## src/datc_pkg.sv

```systemverilog
// Constants, register map and types for the debug access and trace control block.
// Assumes a 50 MHz system clock and AXI4-Lite register access with 32-bit data.
// Function
// [RULE1] General lockout refuses all debugger access
// [RULE2] Secure lockout limits debug to non-secure
// [RULE3] Both unprotected allows full debug
// [RULE4] Executable regions readable despite read denial
// [RULE5] Route access ports by ids 0, 3, 4
// [RULE6] Debugger requests power before port access
// [RULE7] Debug mode exactly while power request held
// [RULE8] Debugger releases request, then pin reset
// [RULE9] Request in off state wakes, sets flag
// [RULE10] Higher-priority interrupts served while halted
// [RULE11] Four trace data lines plus trace clock
// [RULE12] Trace pins shared with general-purpose I/O
// [RULE13] Trace rate from retained speed setting
// [RULE14] Standard drive at reset, high optional
// [RULE15] Software keeps trace pin drive untouched
// [RULE16] Eight breakpoint and four watchpoint comparators
// [RULE17] Two-pin serial wire debug, version 1
// [RULE18] Power acknowledge follows request when powered
package datc_pkg;
  // Register byte offsets
  localparam logic [7:0] ADDR_CONTROL   = 8'h00;
  localparam logic [7:0] ADDR_STATUS    = 8'h04;
  localparam logic [7:0] ADDR_EVT_STAT  = 8'h08;
  localparam logic [7:0] ADDR_EVT_CLR   = 8'h0C;
  localparam logic [7:0] ADDR_EVT_EN    = 8'h10;
  localparam logic [7:0] ADDR_TRACE_CFG = 8'h14;
  localparam logic [7:0] ADDR_TRACE_DAT = 8'h18;
  localparam logic [7:0] ADDR_AP_REQ    = 8'h1C;
  localparam logic [7:0] ADDR_AP_RESP   = 8'h20;
  localparam logic [7:0] ADDR_COMPARE   = 8'h24;
  // Control bits
  localparam int CTL_LOCK_ALL    = 0;
  localparam int CTL_LOCK_SECURE = 1;
  localparam int CTL_PIN_TRACE   = 2;
  localparam int CTL_HIGH_DRIVE  = 3;
  localparam int CTL_SYS_OFF     = 4;
  localparam int CTL_WAKE_CLR    = 5;
  localparam int CTL_DRIVE_LOCK  = 6;
  // Event bits
  localparam int EVT_PWR_UP   = 0;
  localparam int EVT_PWR_DOWN = 1;
  localparam int EVT_WAKE     = 2;
  localparam int EVT_REFUSED  = 3;
  localparam int EVT_W        = 4;
  // Access port request fields
  localparam int REQ_AP_LSB   = 0;
  localparam int REQ_SEC_BIT  = 8;
  localparam int REQ_EXEC_BIT = 9;
  localparam int REQ_READ_BIT = 10;
  localparam int REQ_RPERM    = 11;
  // Access port identifiers
  localparam logic [7:0] AP_SYSTEM  = 8'h00;
  localparam logic [7:0] AP_PERIPH  = 8'h03;
  localparam logic [7:0] AP_CONTROL = 8'h04;
  // Comparator counts and serial wire debug version
  localparam logic [3:0] NUM_BREAK = 4'h8;
  localparam logic [3:0] NUM_WATCH = 4'h4;
  localparam logic [3:0] SWD_VER   = 4'h1;
  // Trace rate encodings (divider = 2 << rate)
  localparam logic [1:0] RATE_RESET = 2'h0;
  localparam int         POWER_UP_NS = 100;
  localparam int         CLK_NS      = 20;
  localparam int         POWER_UP_CYC = (POWER_UP_NS + CLK_NS - 1) / CLK_NS;
  localparam logic [1:0] RESP_OKAY   = 2'h0;
  localparam logic [1:0] RESP_SLVERR = 2'h2;

  typedef enum logic [2:0] {
    DATC_NORMAL = 3'b001,
    DATC_POWER  = 3'b010,
    DATC_DEBUG  = 3'b100
  } datc_mode_t;
endpackage : datc_pkg

```

## src/datc_top.sv

```systemverilog
// Debug access gating, debug power mode, wake flag and trace pin control.
// Assumes the serial debug front end delivers the power request as a pin from
// outside the clock domain and AP requests by register write; AXI4-Lite master on CLK_I.
//
// Implementation choices: the AXI4-Lite slave port and the address map.
`timescale 1ns/1ps
module datc_top #(
  parameter int PWR_CYC = datc_pkg::POWER_UP_CYC
) (
  // Clock and reset
  input  wire logic        CLK_I,
  input  wire logic        RESET_I,
  // AXI4-Lite write
  input  wire logic [7:0]  AWADDR_I,
  input  wire logic        AWVALID_I,
  output logic             AWREADY_O,
  input  wire logic [31:0] WDATA_I,
  input  wire logic [3:0]  WSTRB_I,
  input  wire logic        WVALID_I,
  output logic             WREADY_O,
  output logic [1:0]       BRESP_O,
  output logic             BVALID_O,
  input  wire logic        BREADY_I,
  // AXI4-Lite read
  input  wire logic [7:0]  ARADDR_I,
  input  wire logic        ARVALID_I,
  output logic             ARREADY_O,
  output logic [31:0]      RDATA_O,
  output logic [1:0]       RRESP_O,
  output logic             RVALID_O,
  input  wire logic        RREADY_I,
  // Debug port side
  input  wire logic        PWR_REQ_I,
  output logic             PWR_ACK_O,
  output logic             DEBUG_MODE_O,
  output logic             WAKE_O,
  // Access port routing
  output logic [2:0]       AP_SEL_O,
  output logic             ALLOW_SECURE_O,
  output logic             ALLOW_NONSEC_O,
  // Trace pins and drive
  output logic [3:0]       TRACE_DATA_O,
  output logic             TRACE_CLK_O,
  output logic             TRACE_PIN_SEL_O,
  output logic             HIGH_DRIVE_O,
  // Interrupt
  output logic             IRQ_O
);
  logic pwr_s1_q, pwr_s2_q;
  datc_pkg::datc_mode_t mode_q, mode_d;
  logic [7:0]  pcnt_q, pcnt_d;
  logic [6:0]  ctl_q, ctl_d;
  logic [1:0]  rate_q, rate_d;
  logic [3:0]  stat_q, stat_d, en_q, en_d;
  logic        wake_flag_q, wake_flag_d;
  logic [31:0] tword_q, tword_d;
  logic        tvalid_q, tvalid_d;
  logic [11:0] apreq_q, apreq_d;
  logic [4:0]  apresp_q, apresp_d;
  logic [2:0]  sel_q, sel_d;
  logic        ack_q, ack_d, irq_q, irq_d, dbg_q, dbg_d;
  logic        aw_q, aw_d, w_q, w_d, bv_q, bv_d, rv_q, rv_d;
  logic [7:0]  awa_q, awa_d;
  logic [31:0] wd_q, wd_d, rd_q, rd_d;
  logic [1:0]  br_q, br_d, rr_q, rr_d;
  logic        t_ready, t_active;
  logic [3:0]  t_data;
  logic        t_clk;

  // Trace port serialiser
  datc_trace_port u_trace (
    .clk_i    (CLK_I),
    .reset_i  (RESET_I),
    .rate_i   (rate_q),
    .word_i   (tword_q),
    .valid_i  (tvalid_q),
    .ready_o  (t_ready),
    .data_o   (t_data),
    .clk_o    (t_clk),
    .active_o (t_active)
  );

  // [RULE1] [RULE2] [RULE3] Lockout decision
  function automatic logic grant(input logic [6:0] c, input logic [11:0] r);
    logic sec;
    sec = r[datc_pkg::REQ_SEC_BIT];
    if (c[datc_pkg::CTL_LOCK_ALL]) grant = 1'b0;
    else if (c[datc_pkg::CTL_LOCK_SECURE]) grant = !sec;
    else grant = 1'b1;
  endfunction : grant

  // [RULE5] Identifier to one-hot port
  function automatic logic [2:0] route(input logic [7:0] id);
    case (id)
      datc_pkg::AP_SYSTEM:  route = 3'b001;
      datc_pkg::AP_PERIPH:  route = 3'b010;
      datc_pkg::AP_CONTROL: route = 3'b100;
      default:              route = 3'b000;
    endcase
  endfunction : route

  // Power request synchroniser
  always_ff @(posedge CLK_I or posedge RESET_I) begin
    if (RESET_I) begin
      pwr_s1_q <= 1'b0;
      pwr_s2_q <= 1'b0;
    end else begin
      pwr_s1_q <= PWR_REQ_I;
      pwr_s2_q <= pwr_s1_q;
    end
  end

  logic [3:0] ev;
  logic       ap_ok;
  logic [2:0] ap_sel;
  logic       wake_clr;
  // Grants and ready flags are registered so every pin leaves a flip-flop
  logic       allow_ns_q, allow_ns_d, allow_sec_q, allow_sec_d;
  logic       awrdy_q, awrdy_d, wrdy_q, wrdy_d, arrdy_q, arrdy_d;

  always_comb begin
    mode_d = mode_q;
    pcnt_d = pcnt_q;
    ack_d  = 1'b0;
    dbg_d  = 1'b0;
    ev     = 4'h0;
    wake_flag_d = wake_flag_q && !wake_clr;
    // [RULE7] Mode follows request
    case (mode_q)
      datc_pkg::DATC_NORMAL: begin
        pcnt_d = 8'h0;
        if (pwr_s2_q) begin
          mode_d = datc_pkg::DATC_POWER;
          // [RULE9] Wake from off state
          if (ctl_q[datc_pkg::CTL_SYS_OFF]) begin
            wake_flag_d = 1'b1;
            ev[datc_pkg::EVT_WAKE] = 1'b1;
          end
        end
      end
      datc_pkg::DATC_POWER: begin
        dbg_d = 1'b1;
        if (!pwr_s2_q) mode_d = datc_pkg::DATC_NORMAL;
        else if (pcnt_q == 8'(PWR_CYC - 1)) begin
          mode_d = datc_pkg::DATC_DEBUG;
          ev[datc_pkg::EVT_PWR_UP] = 1'b1;
        end else pcnt_d = pcnt_q + 8'h1;
      end
      datc_pkg::DATC_DEBUG: begin
        dbg_d = 1'b1;
        // [RULE18] Acknowledge while powered
        ack_d = pwr_s2_q;
        if (!pwr_s2_q) begin
          mode_d = datc_pkg::DATC_NORMAL;
          dbg_d  = 1'b0;
          ev[datc_pkg::EVT_PWR_DOWN] = 1'b1;
        end
      end
      default: mode_d = datc_pkg::DATC_NORMAL;
    endcase
    if (mode_d == datc_pkg::DATC_NORMAL) dbg_d = 1'b0;
    else dbg_d = 1'b1;
    // Access request evaluation
    ap_sel = route(apreq_q[datc_pkg::REQ_AP_LSB +: 8]);
    ap_ok  = grant(ctl_q, apreq_q) && ack_q && (ap_sel != 3'b000);
    // [RULE4] Execute permission grants read
    if (apreq_q[datc_pkg::REQ_READ_BIT] && !apreq_q[datc_pkg::REQ_RPERM]
        && !apreq_q[datc_pkg::REQ_EXEC_BIT]) ap_ok = 1'b0;
    sel_d = ap_ok ? ap_sel : 3'b000;
    apresp_d = {ap_sel, ap_ok, !ap_ok};
    if (!ap_ok && apreq_q != 12'h0) ev[datc_pkg::EVT_REFUSED] = 1'b1;
    irq_d = |(stat_q & en_q);
    // [RULE2] [RULE3] Domain permissions
    allow_ns_d  = !ctl_q[datc_pkg::CTL_LOCK_ALL] && ack_q;
    allow_sec_d = allow_ns_d && !ctl_q[datc_pkg::CTL_LOCK_SECURE];
  end

  // AXI4-Lite slave
  always_comb begin
    aw_d = aw_q; awa_d = awa_q; w_d = w_q; wd_d = wd_q;
    bv_d = bv_q; br_d = br_q; rv_d = rv_q; rd_d = rd_q; rr_d = rr_q;
    ctl_d = ctl_q; rate_d = rate_q; en_d = en_q; apreq_d = apreq_q;
    tword_d = tword_q;
    tvalid_d = tvalid_q && !t_ready;
    stat_d = stat_q | ev;
    wake_clr = 1'b0;
    if (AWVALID_I && !aw_q) begin aw_d = 1'b1; awa_d = AWADDR_I; end
    if (WVALID_I && !w_q) begin w_d = 1'b1; wd_d = WDATA_I; end
    if (bv_q && BREADY_I) bv_d = 1'b0;
    if (aw_q && w_q && !bv_q) begin
      aw_d = 1'b0; w_d = 1'b0; bv_d = 1'b1; br_d = datc_pkg::RESP_OKAY;
      case (awa_q)
        datc_pkg::ADDR_CONTROL: begin
          // [RULE15] Drive bit frozen in debug
          if (dbg_q && ctl_q[datc_pkg::CTL_DRIVE_LOCK])
            ctl_d = {ctl_q[6:4], ctl_q[datc_pkg::CTL_HIGH_DRIVE], wd_q[2:0]};
          else ctl_d = wd_q[6:0];
          wake_clr = wd_q[datc_pkg::CTL_WAKE_CLR];
        end
        datc_pkg::ADDR_EVT_CLR:   stat_d = (stat_q & ~wd_q[3:0]) | ev;
        datc_pkg::ADDR_EVT_EN:    en_d = wd_q[3:0];
        datc_pkg::ADDR_TRACE_CFG: rate_d = wd_q[1:0];
        datc_pkg::ADDR_TRACE_DAT: begin
          tword_d = wd_q;
          tvalid_d = 1'b1;
        end
        datc_pkg::ADDR_AP_REQ:    apreq_d = wd_q[11:0];
        default:                  br_d = datc_pkg::RESP_SLVERR;
      endcase
    end
    if (rv_q && RREADY_I) rv_d = 1'b0;
    if (ARVALID_I && !rv_q) begin
      rv_d = 1'b1; rr_d = datc_pkg::RESP_OKAY; rd_d = 32'h0;
      case (ARADDR_I)
        datc_pkg::ADDR_CONTROL:   rd_d = {25'h0, ctl_q};
        datc_pkg::ADDR_STATUS:    rd_d = {26'h0, t_active, wake_flag_q,
                                          ack_q, dbg_q, mode_q == datc_pkg::DATC_POWER,
                                          pwr_s2_q};
        datc_pkg::ADDR_EVT_STAT:  rd_d = {28'h0, stat_q};
        datc_pkg::ADDR_EVT_EN:    rd_d = {28'h0, en_q};
        datc_pkg::ADDR_TRACE_CFG: rd_d = {30'h0, rate_q};
        datc_pkg::ADDR_AP_REQ:    rd_d = {20'h0, apreq_q};
        datc_pkg::ADDR_AP_RESP:   rd_d = {27'h0, apresp_q};
        // [RULE16] [RULE17] Capability word
        datc_pkg::ADDR_COMPARE:   rd_d = {20'h0, datc_pkg::SWD_VER,
                                          datc_pkg::NUM_WATCH, datc_pkg::NUM_BREAK};
        default:                  rr_d = datc_pkg::RESP_SLVERR;
      endcase
    end
    awrdy_d = !aw_d;
    wrdy_d  = !w_d;
    arrdy_d = !rv_d;
  end

  always_ff @(posedge CLK_I or posedge RESET_I) begin
    if (RESET_I) begin
      mode_q <= datc_pkg::DATC_NORMAL;
      pcnt_q <= 8'h0;
      ack_q  <= 1'b0;
      dbg_q  <= 1'b0;
      irq_q  <= 1'b0;
      sel_q  <= 3'b000;
      apresp_q <= 5'h0;
      wake_flag_q <= 1'b0;
      // [RULE14] Standard drive at reset
      ctl_q  <= 7'h0;
      rate_q <= datc_pkg::RATE_RESET;
      stat_q <= 4'h0;
      en_q   <= 4'h0;
      apreq_q <= 12'h0;
      tword_q <= 32'h0;
      tvalid_q <= 1'b0;
      aw_q <= 1'b0; awa_q <= 8'h0; w_q <= 1'b0; wd_q <= 32'h0;
      bv_q <= 1'b0; br_q <= 2'h0; rv_q <= 1'b0; rd_q <= 32'h0; rr_q <= 2'h0;
      allow_ns_q  <= 1'b0;
      allow_sec_q <= 1'b0;
      awrdy_q <= 1'b1;
      wrdy_q  <= 1'b1;
      arrdy_q <= 1'b1;
    end else begin
      mode_q <= mode_d;
      pcnt_q <= pcnt_d;
      ack_q  <= ack_d;
      dbg_q  <= dbg_d;
      irq_q  <= irq_d;
      sel_q  <= sel_d;
      apresp_q <= apresp_d;
      wake_flag_q <= wake_flag_d;
      ctl_q  <= ctl_d;
      rate_q <= rate_d;
      stat_q <= stat_d;
      en_q   <= en_d;
      apreq_q <= apreq_d;
      tword_q <= tword_d;
      tvalid_q <= tvalid_d;
      aw_q <= aw_d; awa_q <= awa_d; w_q <= w_d; wd_q <= wd_d;
      bv_q <= bv_d; br_q <= br_d; rv_q <= rv_d; rd_q <= rd_d; rr_q <= rr_d;
      allow_ns_q  <= allow_ns_d;
      allow_sec_q <= allow_sec_d;
      awrdy_q <= awrdy_d;
      wrdy_q  <= wrdy_d;
      arrdy_q <= arrdy_d;
    end
  end

  // Ready only while the holding slot is empty
  assign AWREADY_O = awrdy_q;
  assign WREADY_O  = wrdy_q;
  assign ARREADY_O = arrdy_q;
  assign BVALID_O  = bv_q;
  assign BRESP_O   = br_q;
  assign RVALID_O  = rv_q;
  assign RDATA_O   = rd_q;
  assign RRESP_O   = rr_q;
  assign PWR_ACK_O = ack_q;
  assign DEBUG_MODE_O = dbg_q;
  assign WAKE_O    = wake_flag_q;
  assign AP_SEL_O  = sel_q;
  // [RULE2] [RULE3] Domain permissions
  assign ALLOW_NONSEC_O = allow_ns_q;
  assign ALLOW_SECURE_O = allow_sec_q;
  // [RULE12] Pin mux to trace
  assign TRACE_PIN_SEL_O = ctl_q[datc_pkg::CTL_PIN_TRACE];
  assign TRACE_DATA_O = t_data;
  assign TRACE_CLK_O  = t_clk;
  assign HIGH_DRIVE_O = ctl_q[datc_pkg::CTL_HIGH_DRIVE];
  // [RULE10] Debug never masks interrupts
  assign IRQ_O = irq_q;
endmodule : datc_top

```

## src/datc_trace_port.sv

```systemverilog
// Four-line parallel trace port with a divided trace clock.
// Assumes words are offered with valid/ready from the same clock domain.
`timescale 1ns/1ps
module datc_trace_port (
  // Clock and reset
  input  wire logic        clk_i,
  input  wire logic        reset_i,
  // Configuration
  input  wire logic [1:0]  rate_i,
  // Word input
  input  wire logic [31:0] word_i,
  input  wire logic        valid_i,
  output logic             ready_o,
  // Pins
  output logic [3:0]       data_o,
  output logic             clk_o,
  output logic             active_o
);
  logic [31:0] shift_q, shift_d;
  logic [3:0]  nib_q, nib_d;
  logic [3:0]  div_q, div_d;
  logic        tclk_q, tclk_d;
  logic [3:0]  data_q, data_d;
  logic        busy_q, busy_d;

  // [RULE13] Rate sets divider
  function automatic logic [3:0] half_period(input logic [1:0] r);
    half_period = 4'(1 << r) - 4'h1;
  endfunction : half_period

  always_comb begin
    shift_d = shift_q;
    nib_d   = nib_q;
    div_d   = div_q;
    tclk_d  = tclk_q;
    data_d  = data_q;
    busy_d  = busy_q;
    if (!busy_q) begin
      tclk_d = 1'b0;
      if (valid_i) begin
        shift_d = word_i;
        nib_d   = 4'h0;
        div_d   = 4'h0;
        busy_d  = 1'b1;
      end
    end else if (div_q == half_period(rate_i)) begin
      div_d  = 4'h0;
      tclk_d = !tclk_q;
      // [RULE11] Nibble on rising edge
      if (!tclk_q) begin
        data_d  = shift_q[3:0];
        shift_d = {4'h0, shift_q[31:4]};
        nib_d   = nib_q + 4'h1;
      end else if (nib_q == 4'h8) begin
        busy_d = 1'b0;
      end
    end else begin
      div_d = div_q + 4'h1;
    end
  end

  always_ff @(posedge clk_i or posedge reset_i) begin
    if (reset_i) begin
      shift_q <= 32'h0;
      nib_q   <= 4'h0;
      div_q   <= 4'h0;
      tclk_q  <= 1'b0;
      data_q  <= 4'h0;
      busy_q  <= 1'b0;
    end else begin
      shift_q <= shift_d;
      nib_q   <= nib_d;
      div_q   <= div_d;
      tclk_q  <= tclk_d;
      data_q  <= data_d;
      busy_q  <= busy_d;
    end
  end

  assign ready_o  = !busy_q;
  assign data_o   = data_q;
  assign clk_o    = tclk_q;
  assign active_o = busy_q;
endmodule : datc_trace_port

```

## config.mk

```make
export PLATFORM = sky130hd
export DESIGN_NAME = datc_top
export DESIGN_NICKNAME = d
export VERILOG_FILES = /design/src/datc_pkg.sv /design/src/datc_top.sv /design/src/datc_trace_port.sv
export SDC_FILE = /design/constraint.sdc
export NUM_CORES = 1
export LEC_CHECK = 0
export BUFFER_PORTS_ARGS = -buffer_cell sky130_fd_sc_hd__buf_4
export CAP_MARGIN = 40
export CORE_ASPECT_RATIO = 0.6
export CORE_MARGIN = 3
export CORE_UTILIZATION = 58
export DETAILED_ROUTE_END_ITERATION = 16
export GPL_TIMING_DRIVEN = 0
export HOLD_SLACK_MARGIN = 0.08
export PLACE_DENSITY = 0.8
export SLEW_MARGIN = 20
export SYNTH_ARGS = -nofsm -noshare
export SYNTH_HDL_FRONTEND = slang
export SYNTH_SLANG_ARGS = --single-unit
```

## constraint.sdc

```tcl
create_clock -name CLK_I -period 8.8 [get_ports CLK_I]
set_clock_uncertainty 0.2 [all_clocks]
set_input_delay 0.88 -clock CLK_I [delete_from_list [all_inputs] [get_ports CLK_I]]
set_output_delay 0.88 -clock CLK_I [all_outputs]
set_load 0.01 [all_outputs]
```

---- Yosys cells after proc, flatten, opt, wreduce, memory -nomap -nowiden ----
Cells that the tools add are included.
Widths: inputs -> output; s select.
operators by class
  eq/ne operators ......................... 25
  reduce and logical (&&, ||, !) cells .... 52
  mux-type cells .......................... 61
  add/subtract/negate cells ............... 4
  bitwise gates (word level) .............. 7
  shifts and indexed selects .............. 1
operators with widths
  operator             count
  $mux 32              4
  $pmux 12 s8          1
  $eq 8x5->1 const B   7
  $mux 1               36
  $mux 4               8
  $eq 8x3->1 const B   3
  $logic_not 8->1      3
  $pmux 3 s3           2
  $logic_and 1x1->1    17
  $eq 8x4->1 const B   2
  $eq 8x6->1 const B   2
  $mux 8               2
  $pmux 8 s2           1
  $logic_not 1->1      15
  $mux 3               5
  $reduce_and 3->1     4
  $reduce_bool 12->1   1
  $reduce_and 2->1     5
  $add 4x1->4 const B  2
  $add 8x1->8 const B  1
  $and 4x4->4          2
  $eq 8x2->1 const B   1
  $ne 2x2->1 const B   4
  $or 4x4->4           2
  15 further kinds     20
word-level totals
  input port bits ......................... 60
  logic and storage cells ................. 188
  output and inout bits ................... 57
  flip-flop bits (word level) ............. 218

---- Longest topological paths before layout ----
Gate-level depths: netlist of the first run.
  depth after elaboration ................. 12
  depth in mapped cells ................... 6
  depth with buffers taken out ............ 6

---- By module ----
From an unflattened synthesis of the first run, not the netlist that was laid out.
unflattened totals
  cells, all modules ...................... 722
  area, all modules ....................... 8,564.5 um^2
modules (own cells, without submodules)
  module           seq. area each (um^2)  instances  area each (um^2)  cells each
  datc_top         3,758.6                1          6,465.0           510
  datc_trace_port  1,151.1                1          2,099.5           212

---- Worst setup path after synthesis of the first run ----
No wires, ideal clock.
  path type ............................... input to register
  start point ............................. input ARADDR_I[7]
  end point ............................... register rd_q[6], in the netlist RDATA_O[6]
  library setup time ...................... 82 ps
  path buffers ............................ 1
  required time ........................... 8,518 ps
  arrival ................................. 2,200 ps
  slack ................................... 6,319 ps
  cell stages on the path ................. 4
  path through ............................ or4_1 clkbuf_1 or4_1 a31oi_1
between the ends
  longest elaborated chain between the ends .. 2
  elaborated cells on any way between the ends .. 9
  classes of those cells .................. eq/ne: 7; mux: 1; reduce/logical: 1
ends and longest elaborated chain
  item                                      RTL line         RTL
  start, declared                           datc_top.sv:25   input wire logic [7:0] ARADDR_I,
  $eq 8x6->1, or another cell as far along  datc_top.sv:214  case (ARADDR_I)
  $pmux 12 s8 (*)                           datc_top.sv:214
  end signal, assigned                      datc_top.sv:277  bv_q <= bv_d; br_q <= br_d; rv_q <= rv_d; rd_q <= rd_d; rr_q <= rr_d;
  end, declared                             datc_top.sv:64   logic [31:0] wd_q, wd_d, rd_q, rd_d;
Every way passes the cells marked *; elsewhere a longest branch is shown, timed or not.
A chain may end at the register's enable or synchronous reset.

---- Worst setup path after layout of the first run ----
  start point ............................. register rate_q[1]
  end point ............................... register u_trace.shift_q[12]
between the ends
  longest elaborated chain between the ends .. 5
ends and longest elaborated chain
  item                        RTL line               RTL
  start, declared             datc_top.sv:53         logic [1:0] rate_q, rate_d;
  start signal, assigned      datc_top.sv:247        rate_q <= datc_pkg::RATE_RESET;
  start signal, assigned      datc_top.sv:270        rate_q <= rate_d;
  $shl 1x2->4                 datc_trace_port.sv:28  half_period = 4'(1 << r) - 4'h1;
  $sub 4x1->4                 datc_trace_port.sv:28
  $eq 4x4->1                  datc_trace_port.sv:46  end else if (div_q == half_period(rate_i)) begin
  $ne 2x2->1 (no line)        -
  $reduce_and 3->1 (no line)  -
  end signal, assigned        datc_trace_port.sv:71  shift_q <= shift_d;
  end, declared               datc_trace_port.sv:19  logic [31:0] shift_q, shift_d;
No other way between the ends.

==> impl_metrics.csv, run 1 <==
group,metric,value,unit
timing,final-hold-violation-count,0,
timing,fmax,0.372,GHz
power,ir_drop,0.161,mV
clock_tree,holdBufCountCts,0,
place,place_hpwl,15.2,mm
drt,wl_per_cell,19.0,um
timing,rsz0062_at_grt,"no",
setup_path,endpoint_kind,"register",
clock_tree,path_clk_slew,70,ps
drt,vias,6715,
grt,overflow,0,
clock_tree,ctsResizeCount,0,
setup_path,r2r_cells,6,
die,start_util,59.7,%
yosys,ys_seq_area_share,53.0,%
yosys,async_flop_share,100,%
cells_and_area,stdcell_area,10900,um2
die,io_pins,117,
place,gp_congestion,0.870,
drt,avgViaCountPerCell,5.96,
die,core,15500,um2
timing,maxSlewViolCount,0,
cells_and_area,layout-drive-gt1-share,30.4,%
yosys,synth_edf_count,0,
yosys,ys_top_cells_by_area,"dfrtp_1 52%, mux2_2 8.4%, mux2_4 4.7%, mux2i_1 3.7%, nor2_1 2.3%",
drt,route.detailed.drc,0,
clock_tree,cts_buffer_depth,2,
grt,grt_first_pass_wirelength,35.0,mm
grt,grt_pass1_vias,6653,
clock_tree,root_buffer,"clkbuf_16",
die,die_area,17600,um2
power,p_per_area,298,nW/um2
setup_path,worstPathArrival,2780,ps
setup_path,path_class,"register to register",
status,outcome,"complete, no violations",
grt,grt.total_usage,24.9,%
cells_and_area,n_antenna_cell,0,
drt,ant_nets,0,
die,rows,35,
cells_and_area,area_delta_synth_final,17.6,%
yosys,syn_inst,780,
setup_path,cp-start-kind,"register",
grt,antenna_found_initial,0,
yosys,synth-seq-cells,196,
yosys,synth_top_area_share,51.9,%
timing,fin_crit_sh,30.6,%
yosys,ys_types,75,
clock_tree,post-cts-setup-buffers,0,
cells_and_area,n_fill_cell,1120,
setup_path,cp_max_fo,10,
clock_tree,cts_tree,"yes",
cells_and_area,final_cell_mix,"192 x dfrtp_1, 111 x buf_4, 69 x mux2_2",
timing,fin_crit,2690,ps
yosys,ys.flop_type,"dfrtp_1",
clock_tree,clk_latency,430,ps
cells_and_area,final_common_cell,"dfrtp_1",
clock_tree,numCtsBuffers,17,
yosys,synth_warnings,0,
worst_hold_path,hold_class,"register to register",
drt,first_pass_iters,5,
die,fp.dieW,169,um
yosys,synth.largest_area_cell,"dfrtp_1",
die,die_y,104,um
yosys,avgSynthCellArea,11.9,um2
timing,setup_viol,0,
timing,relSlewSlack,43.6,%
yosys,syn-cell-area,9260,um2
flow_run,cap_viol_max_count,0,
place,dpl_cell_area,10300,um2
worst_hold_path,hold_depth,0,
grt,grt_max_degree,109,
cells_and_area,fin_nets,975,
timing,worstMarginPinSlew,834,ps
clock_tree,cts_num_sinks,196,
drt,wl,21.4,mm
setup_path,worstPathRequired,8890,ps
timing,finalSetupTns,0,ps
power,leakagePower,0.00491,uW
drt,drt_iter0_markers,709,
place,numPortBuffers,88,
clock_tree,h-tree-depth,4,
-- synth_stat cells (7+ instances only) --
cell type	n
a21oi_1	13
o221a_2	11
mux2i_1	34
dfrtp_1	192
clkbuf_1	35
nand2_1	40
a211oi_1	19
inv_1	36
a221oi_1	18
nor2b_1	7
nand3_1	14
o211ai_1	12
buf_4	23
nor2_1	57
nor3_1	15
o21ai_0	18
mux2_4	29
mux2_2	69
-- critical path, stage by stage, from the launching register on --
cell and delay [ps]:
dfrtp_1 440, or3_1 420, or3_1 310, clkbuf_1 200
a21oi_2 470, buf_2 380, a221oi_1 130
-- area by class of cell --
cell class	instances	area (um2)	area share (%)
flip-flops and latches	196	4910	45.1
multi-input cells	498	3910	35.9
repair buffers	90	693	6.36
clock buffers	18	439	4.03
plain buffers	71	387	3.55
well taps	203	254	2.33
clock inverters	14	159	1.46
inverters	36	143	1.31
-- power by group --
group | switching, uW | total [uW] | internal [uW]
combinational | 532 | 1030 | 502
clock | 376 | 789 | 413
sequential | 238 | 1420 | 1190
-- stage by stage --
step | setup slack (ps) | hold slack, ps | power, uW | util [%] | std cells
after global placement | 344 | 142 | 2400 | 66.2 | 1092
after global routing | 6040 | 176 | 3430 | 70.3 | 1126
after CTS | 6190 | 163 | 3240 | 70.2 | 1125
final | 6110 | 160 | 3250 | 70.3 | 1126
after detailed placement | 6020 | 145 | 2450 | 66.4 | 1093
after floorplan | 2390 | 131 | 2120 | - | 801
-- flip-flops by register name, indices dropped and copies added (netlist names), 2 cells and up --
| name | cells |
|---|---|
| u_trace.shift_q | 32 |
| u_trace.data_o | 4 |
| rate_q | 2 |
| stat_q | 4 |
| RDATA_O | 12 |
| u_trace.nib_q | 4 |
| apresp_q | 5 |
| awa_q | 8 |
| AP_SEL_O | 3 |
| tword_q | 32 |
| pcnt_q | 8 |
| ctl_q | 7 |
| apreq_q | 12 |
| wd_q | 32 |
| u_trace.div_q | 4 |
| en_q | 4 |
| mode_q | 3 |
-- worst paths after layout --
| kind | start | end | slack, ps |
|---|---|---|---|
| worst max-delay path | rate_q[1]$_DFFE_PP0P_ | u_trace.shift_q[12]$_DFFE_PP0P_ | 6110 |
| worst min-delay path | pwr_s1_q$_DFF_PP0_ | pwr_s2_q$_DFF_PP0_ | 160 |
| worst max register to register | rate_q[1]$_DFFE_PP0P_ | u_trace.shift_q[12]$_DFFE_PP0P_ | 6110 |
| worst min register to register | pwr_s1_q$_DFF_PP0_ | pwr_s2_q$_DFF_PP0_ | 160 |
| max in group asynchronous | RESET_I | u_trace.shift_q[2]$_DFFE_PP0P_ | 7160 |
| min in group asynchronous | RESET_I | wd_q[21]$_DFFE_PP0P_ | 310 |
-- cell families after synthesis --
family	count (synthesis)	share of synthesized area (%)
compound gates	140	11.9
xor+xnor	7	0.662
fa+ha+maj	5	0.675
buf+inv	107	5.63
flops	196	53.0
mux	135	17.1
other cells	1	0.0405
simple gates	189	10.9
-- metal layers --
layer	global-route usage (%)	wire, um
met1	39.8	10200
met2	33.5	8930
met3	6.76	2070
met4	6.01	231
met5	0	0
(Power assumes the default switching activity.)
==> inputs of run 2 (changes only) <==
Clock period 8.8 ns to 2.5 ns, I/O delays scaled along.
==> impl_metrics.csv, run 2 (synthesis gave the netlist of run 1 again) <==
group,metric,value,unit
timing,final-hold-violation-count,0,
setup_path,endpoint_kind,"register",
cells_and_area,largestRegisters,"tword_q (32), u_trace.shift_q (32), wd_q (32)",
clock_tree,cts_buffer_depth,2,
setup_path,worstPathRequired,2590,ps
setup_path,cp-start-kind,"register",
power,p_seq_share,43.4,%
setup_path,path_depth,6,
grt,overflow,0,
setup_path,cp-endpoint,"u_trace.shift_q[4]$_DFFE_PP0P_",
die,die_y,104,um
clock_tree,numCtsBuffers,17,
drt,wl,22.8,mm
cells_and_area,final_util,74.3,%
cells_and_area,n_antenna_cell,0,
die,io_pins,117,
place,place_hpwl,15.6,mm
flow_run,cap_viol_max_count,0,
setup_path,path_class,"register to register",
grt,antenna_found_initial,0,
drt,first_pass_iters,5,
cells_and_area,layout-drive-gt1-share,29.8,%
die,start_util,59.7,%
cells_and_area,seqCellArea,4910,um2
cells_and_area,final_cell_mix,"192 x dfrtp_1, 119 x buf_4, 69 x mux2_2",
drt,route.detailed.drc,0,
setup_path,crit_slowest_cell,"or3_1",
status,outcome,"complete, no violations",
die,die_area,17600,um2
die,rows,35,
clock_tree,path_clk_slew,70,ps
power,p_int,7480,uW
clock_tree,cts_tree,"yes",
drt,vias,6943,
cells_and_area,fin_nets,1034,
clock_tree,clk_latency,430,ps
worst_hold_path,hold_class,"input port to register",
setup_path,max_stage_delay,490,ps
cells_and_area,final_common_cell,"dfrtp_1",
clock_tree,cts_num_sinks,196,
cells_and_area,area_delta_synth_final,24.3,%
power,power_frac_comb,33.3,%
place,numPortBuffers,88,
power,ir_drop,0.555,mV
place,gp_congestion,0.885,
grt,grt_max_degree,36,
power,clock_power_share,23.3,%
power,switching_share,35.2,%
drt,avgViaCountPerCell,5.86,
setup_path,r2r_setup_slack,50,ps
grt,grt.total_usage,26.6,%
drt,drt_iter0_markers,642,
setup_path,crit_buf_inv,2,
timing,fin_hold_ws,124,ps
setup_path,worstReg2RegStart,"rate_q[1]$_DFFE_PP0P_",
power,finalPower,11500,uW
timing,fmax,0.407,GHz
timing,setup_viol,0,
die,fp.dieW,169,um
setup_path,cp_top_family,"simple AND/OR/NAND/NOR gates",
setup_path,r2r-end,"u_trace.shift_q[4]$_DFFE_PP0P_",
die,core,15500,um2
timing,rsz0062_at_grt,"yes",
timing,worstMarginPinSlew,851,ps
setup_path,crit_start,"rate_q[1]$_DFFE_PP0P_",
setup_path,worstPathArrival,2550,ps
drt,wl_per_cell,19.3,um
grt,grt_pass1_vias,6873,
timing,fin_crit_sh,98.2,%
power,p_sw,4060,uW
timing,finalSetupTns,0,ps
setup_path,path_cells,"or3_1 -> or3_1 -> a21oi_4 -> buf_4 -> buf_4 -> a221oi_1",
power,leakagePower,0.00519,uW
clock_tree,h-tree-depth,4,
setup_path,r2r_cells,6,
setup_path,cp_max_fo,10,
timing,maxSlewViolCount,0,
power,p_per_area,1000,nW/um2
timing,fin_crit,2450,ps
cells_and_area,multi_input_area,3930,um2
timing,relSlewSlack,42.4,%
clock_tree,root_buffer,"clkbuf_16",
drt,ant_nets,0,
cells_and_area,n_fill_cell,1038,
grt,grt_first_pass_wirelength,37.0,mm
run 2: cell count changes in the layout (fill, tap and decap cells not counted), moves of 2 or more:
cell | before | now
dlygate4sd3_1 | 0 | 48
inv_8 | 3 | 0
clkinvlp_4 | 1 | 3
buf_12 | 0 | 5
buf_4 | 111 | 119
clkbuf_2 | 1 | 4
inv_6 | 7 | 4
clkinv_4 | 0 | 2
run 2: repair_timing:
| action | in CTS | in global routing |
|---|---|---|
| pin swaps | 0 | 4 |
| endpoints found under the hold margin | 90 | 0 |
| endpoints found under the setup margin | 21 | 75 |
| buffers inserted | 0 | 7 |
| hold buffers | 48 | 0 |
| resized for setup | 2 | 6 |
run 2: how the worst min path moves through the flow:
stage	depth (start not counted)	endpoint	slack, ps	from
floorplan	0	pwr_s1_q$_DFF_PP0_	80	PWR_REQ_I
global placement	0	pwr_s2_q$_DFF_PP0_	140	pwr_s1_q$_DFF_PP0_
detailed placement	2	wd_q[28]$_DFFE_PP0P_	120	RESET_I
CTS	4	RDATA_O[6]$_DFFE_PP0P_	110	ARADDR_I[5]
global route	4	RDATA_O[6]$_DFFE_PP0P_	140	ARADDR_I[5]
finish	4	RDATA_O[6]$_DFFE_PP0P_	120	ARADDR_I[5]
run 2: final cells by class:
class / instances / share of cell area [%]
multi-input combinational: 498 / 34.1
clock buffer: 21 / 3.91
tap: 203 / 2.21
timing repair buffer: 150 / 11.5
buffer: 70 / 3.38
clock inverter: 11 / 1.03
inverter: 36 / 1.21
sequential: 196 / 42.6
run 2: through the flow:
step                      area (um2)  worst slack, ps  cells
final                          11500             45.9   1185
after global placement         10300            -1620   1092
after detailed placement       10400            -84.6   1098
after CTS                      11400             2.51   1178
after floorplan                 9340             -479    801
after global routing           11500            -11.4   1185
run 2: power by group through the flow:
stage               combinational [uW]  clock, uW  sequential (uW)
global placement                  3440          0             5000
global route                      4180       2820             5130
detailed placement                3600          0             5030
CTS                               3740       2700             4990
floorplan                         2700          0             4770
finish                            3850       2690             5010
run 2: metal layers:
metal	vias to the layer above	part of all wire, %	GRT usage (%)
met5	-	0	0
met2	280	43	37.4
met3	32	9.0	7.94
li1	3166	-	-
met1	3465	47	40.5
met4	0	1.2	6.71
run 2: worst reg2reg max path, cell delays in order (launching register included):
cell and delay, ps:
dfrtp_1 440, or3_1 430, or3_1 490, a21oi_4 280
buf_4 180, buf_4 200, a221oi_1 110
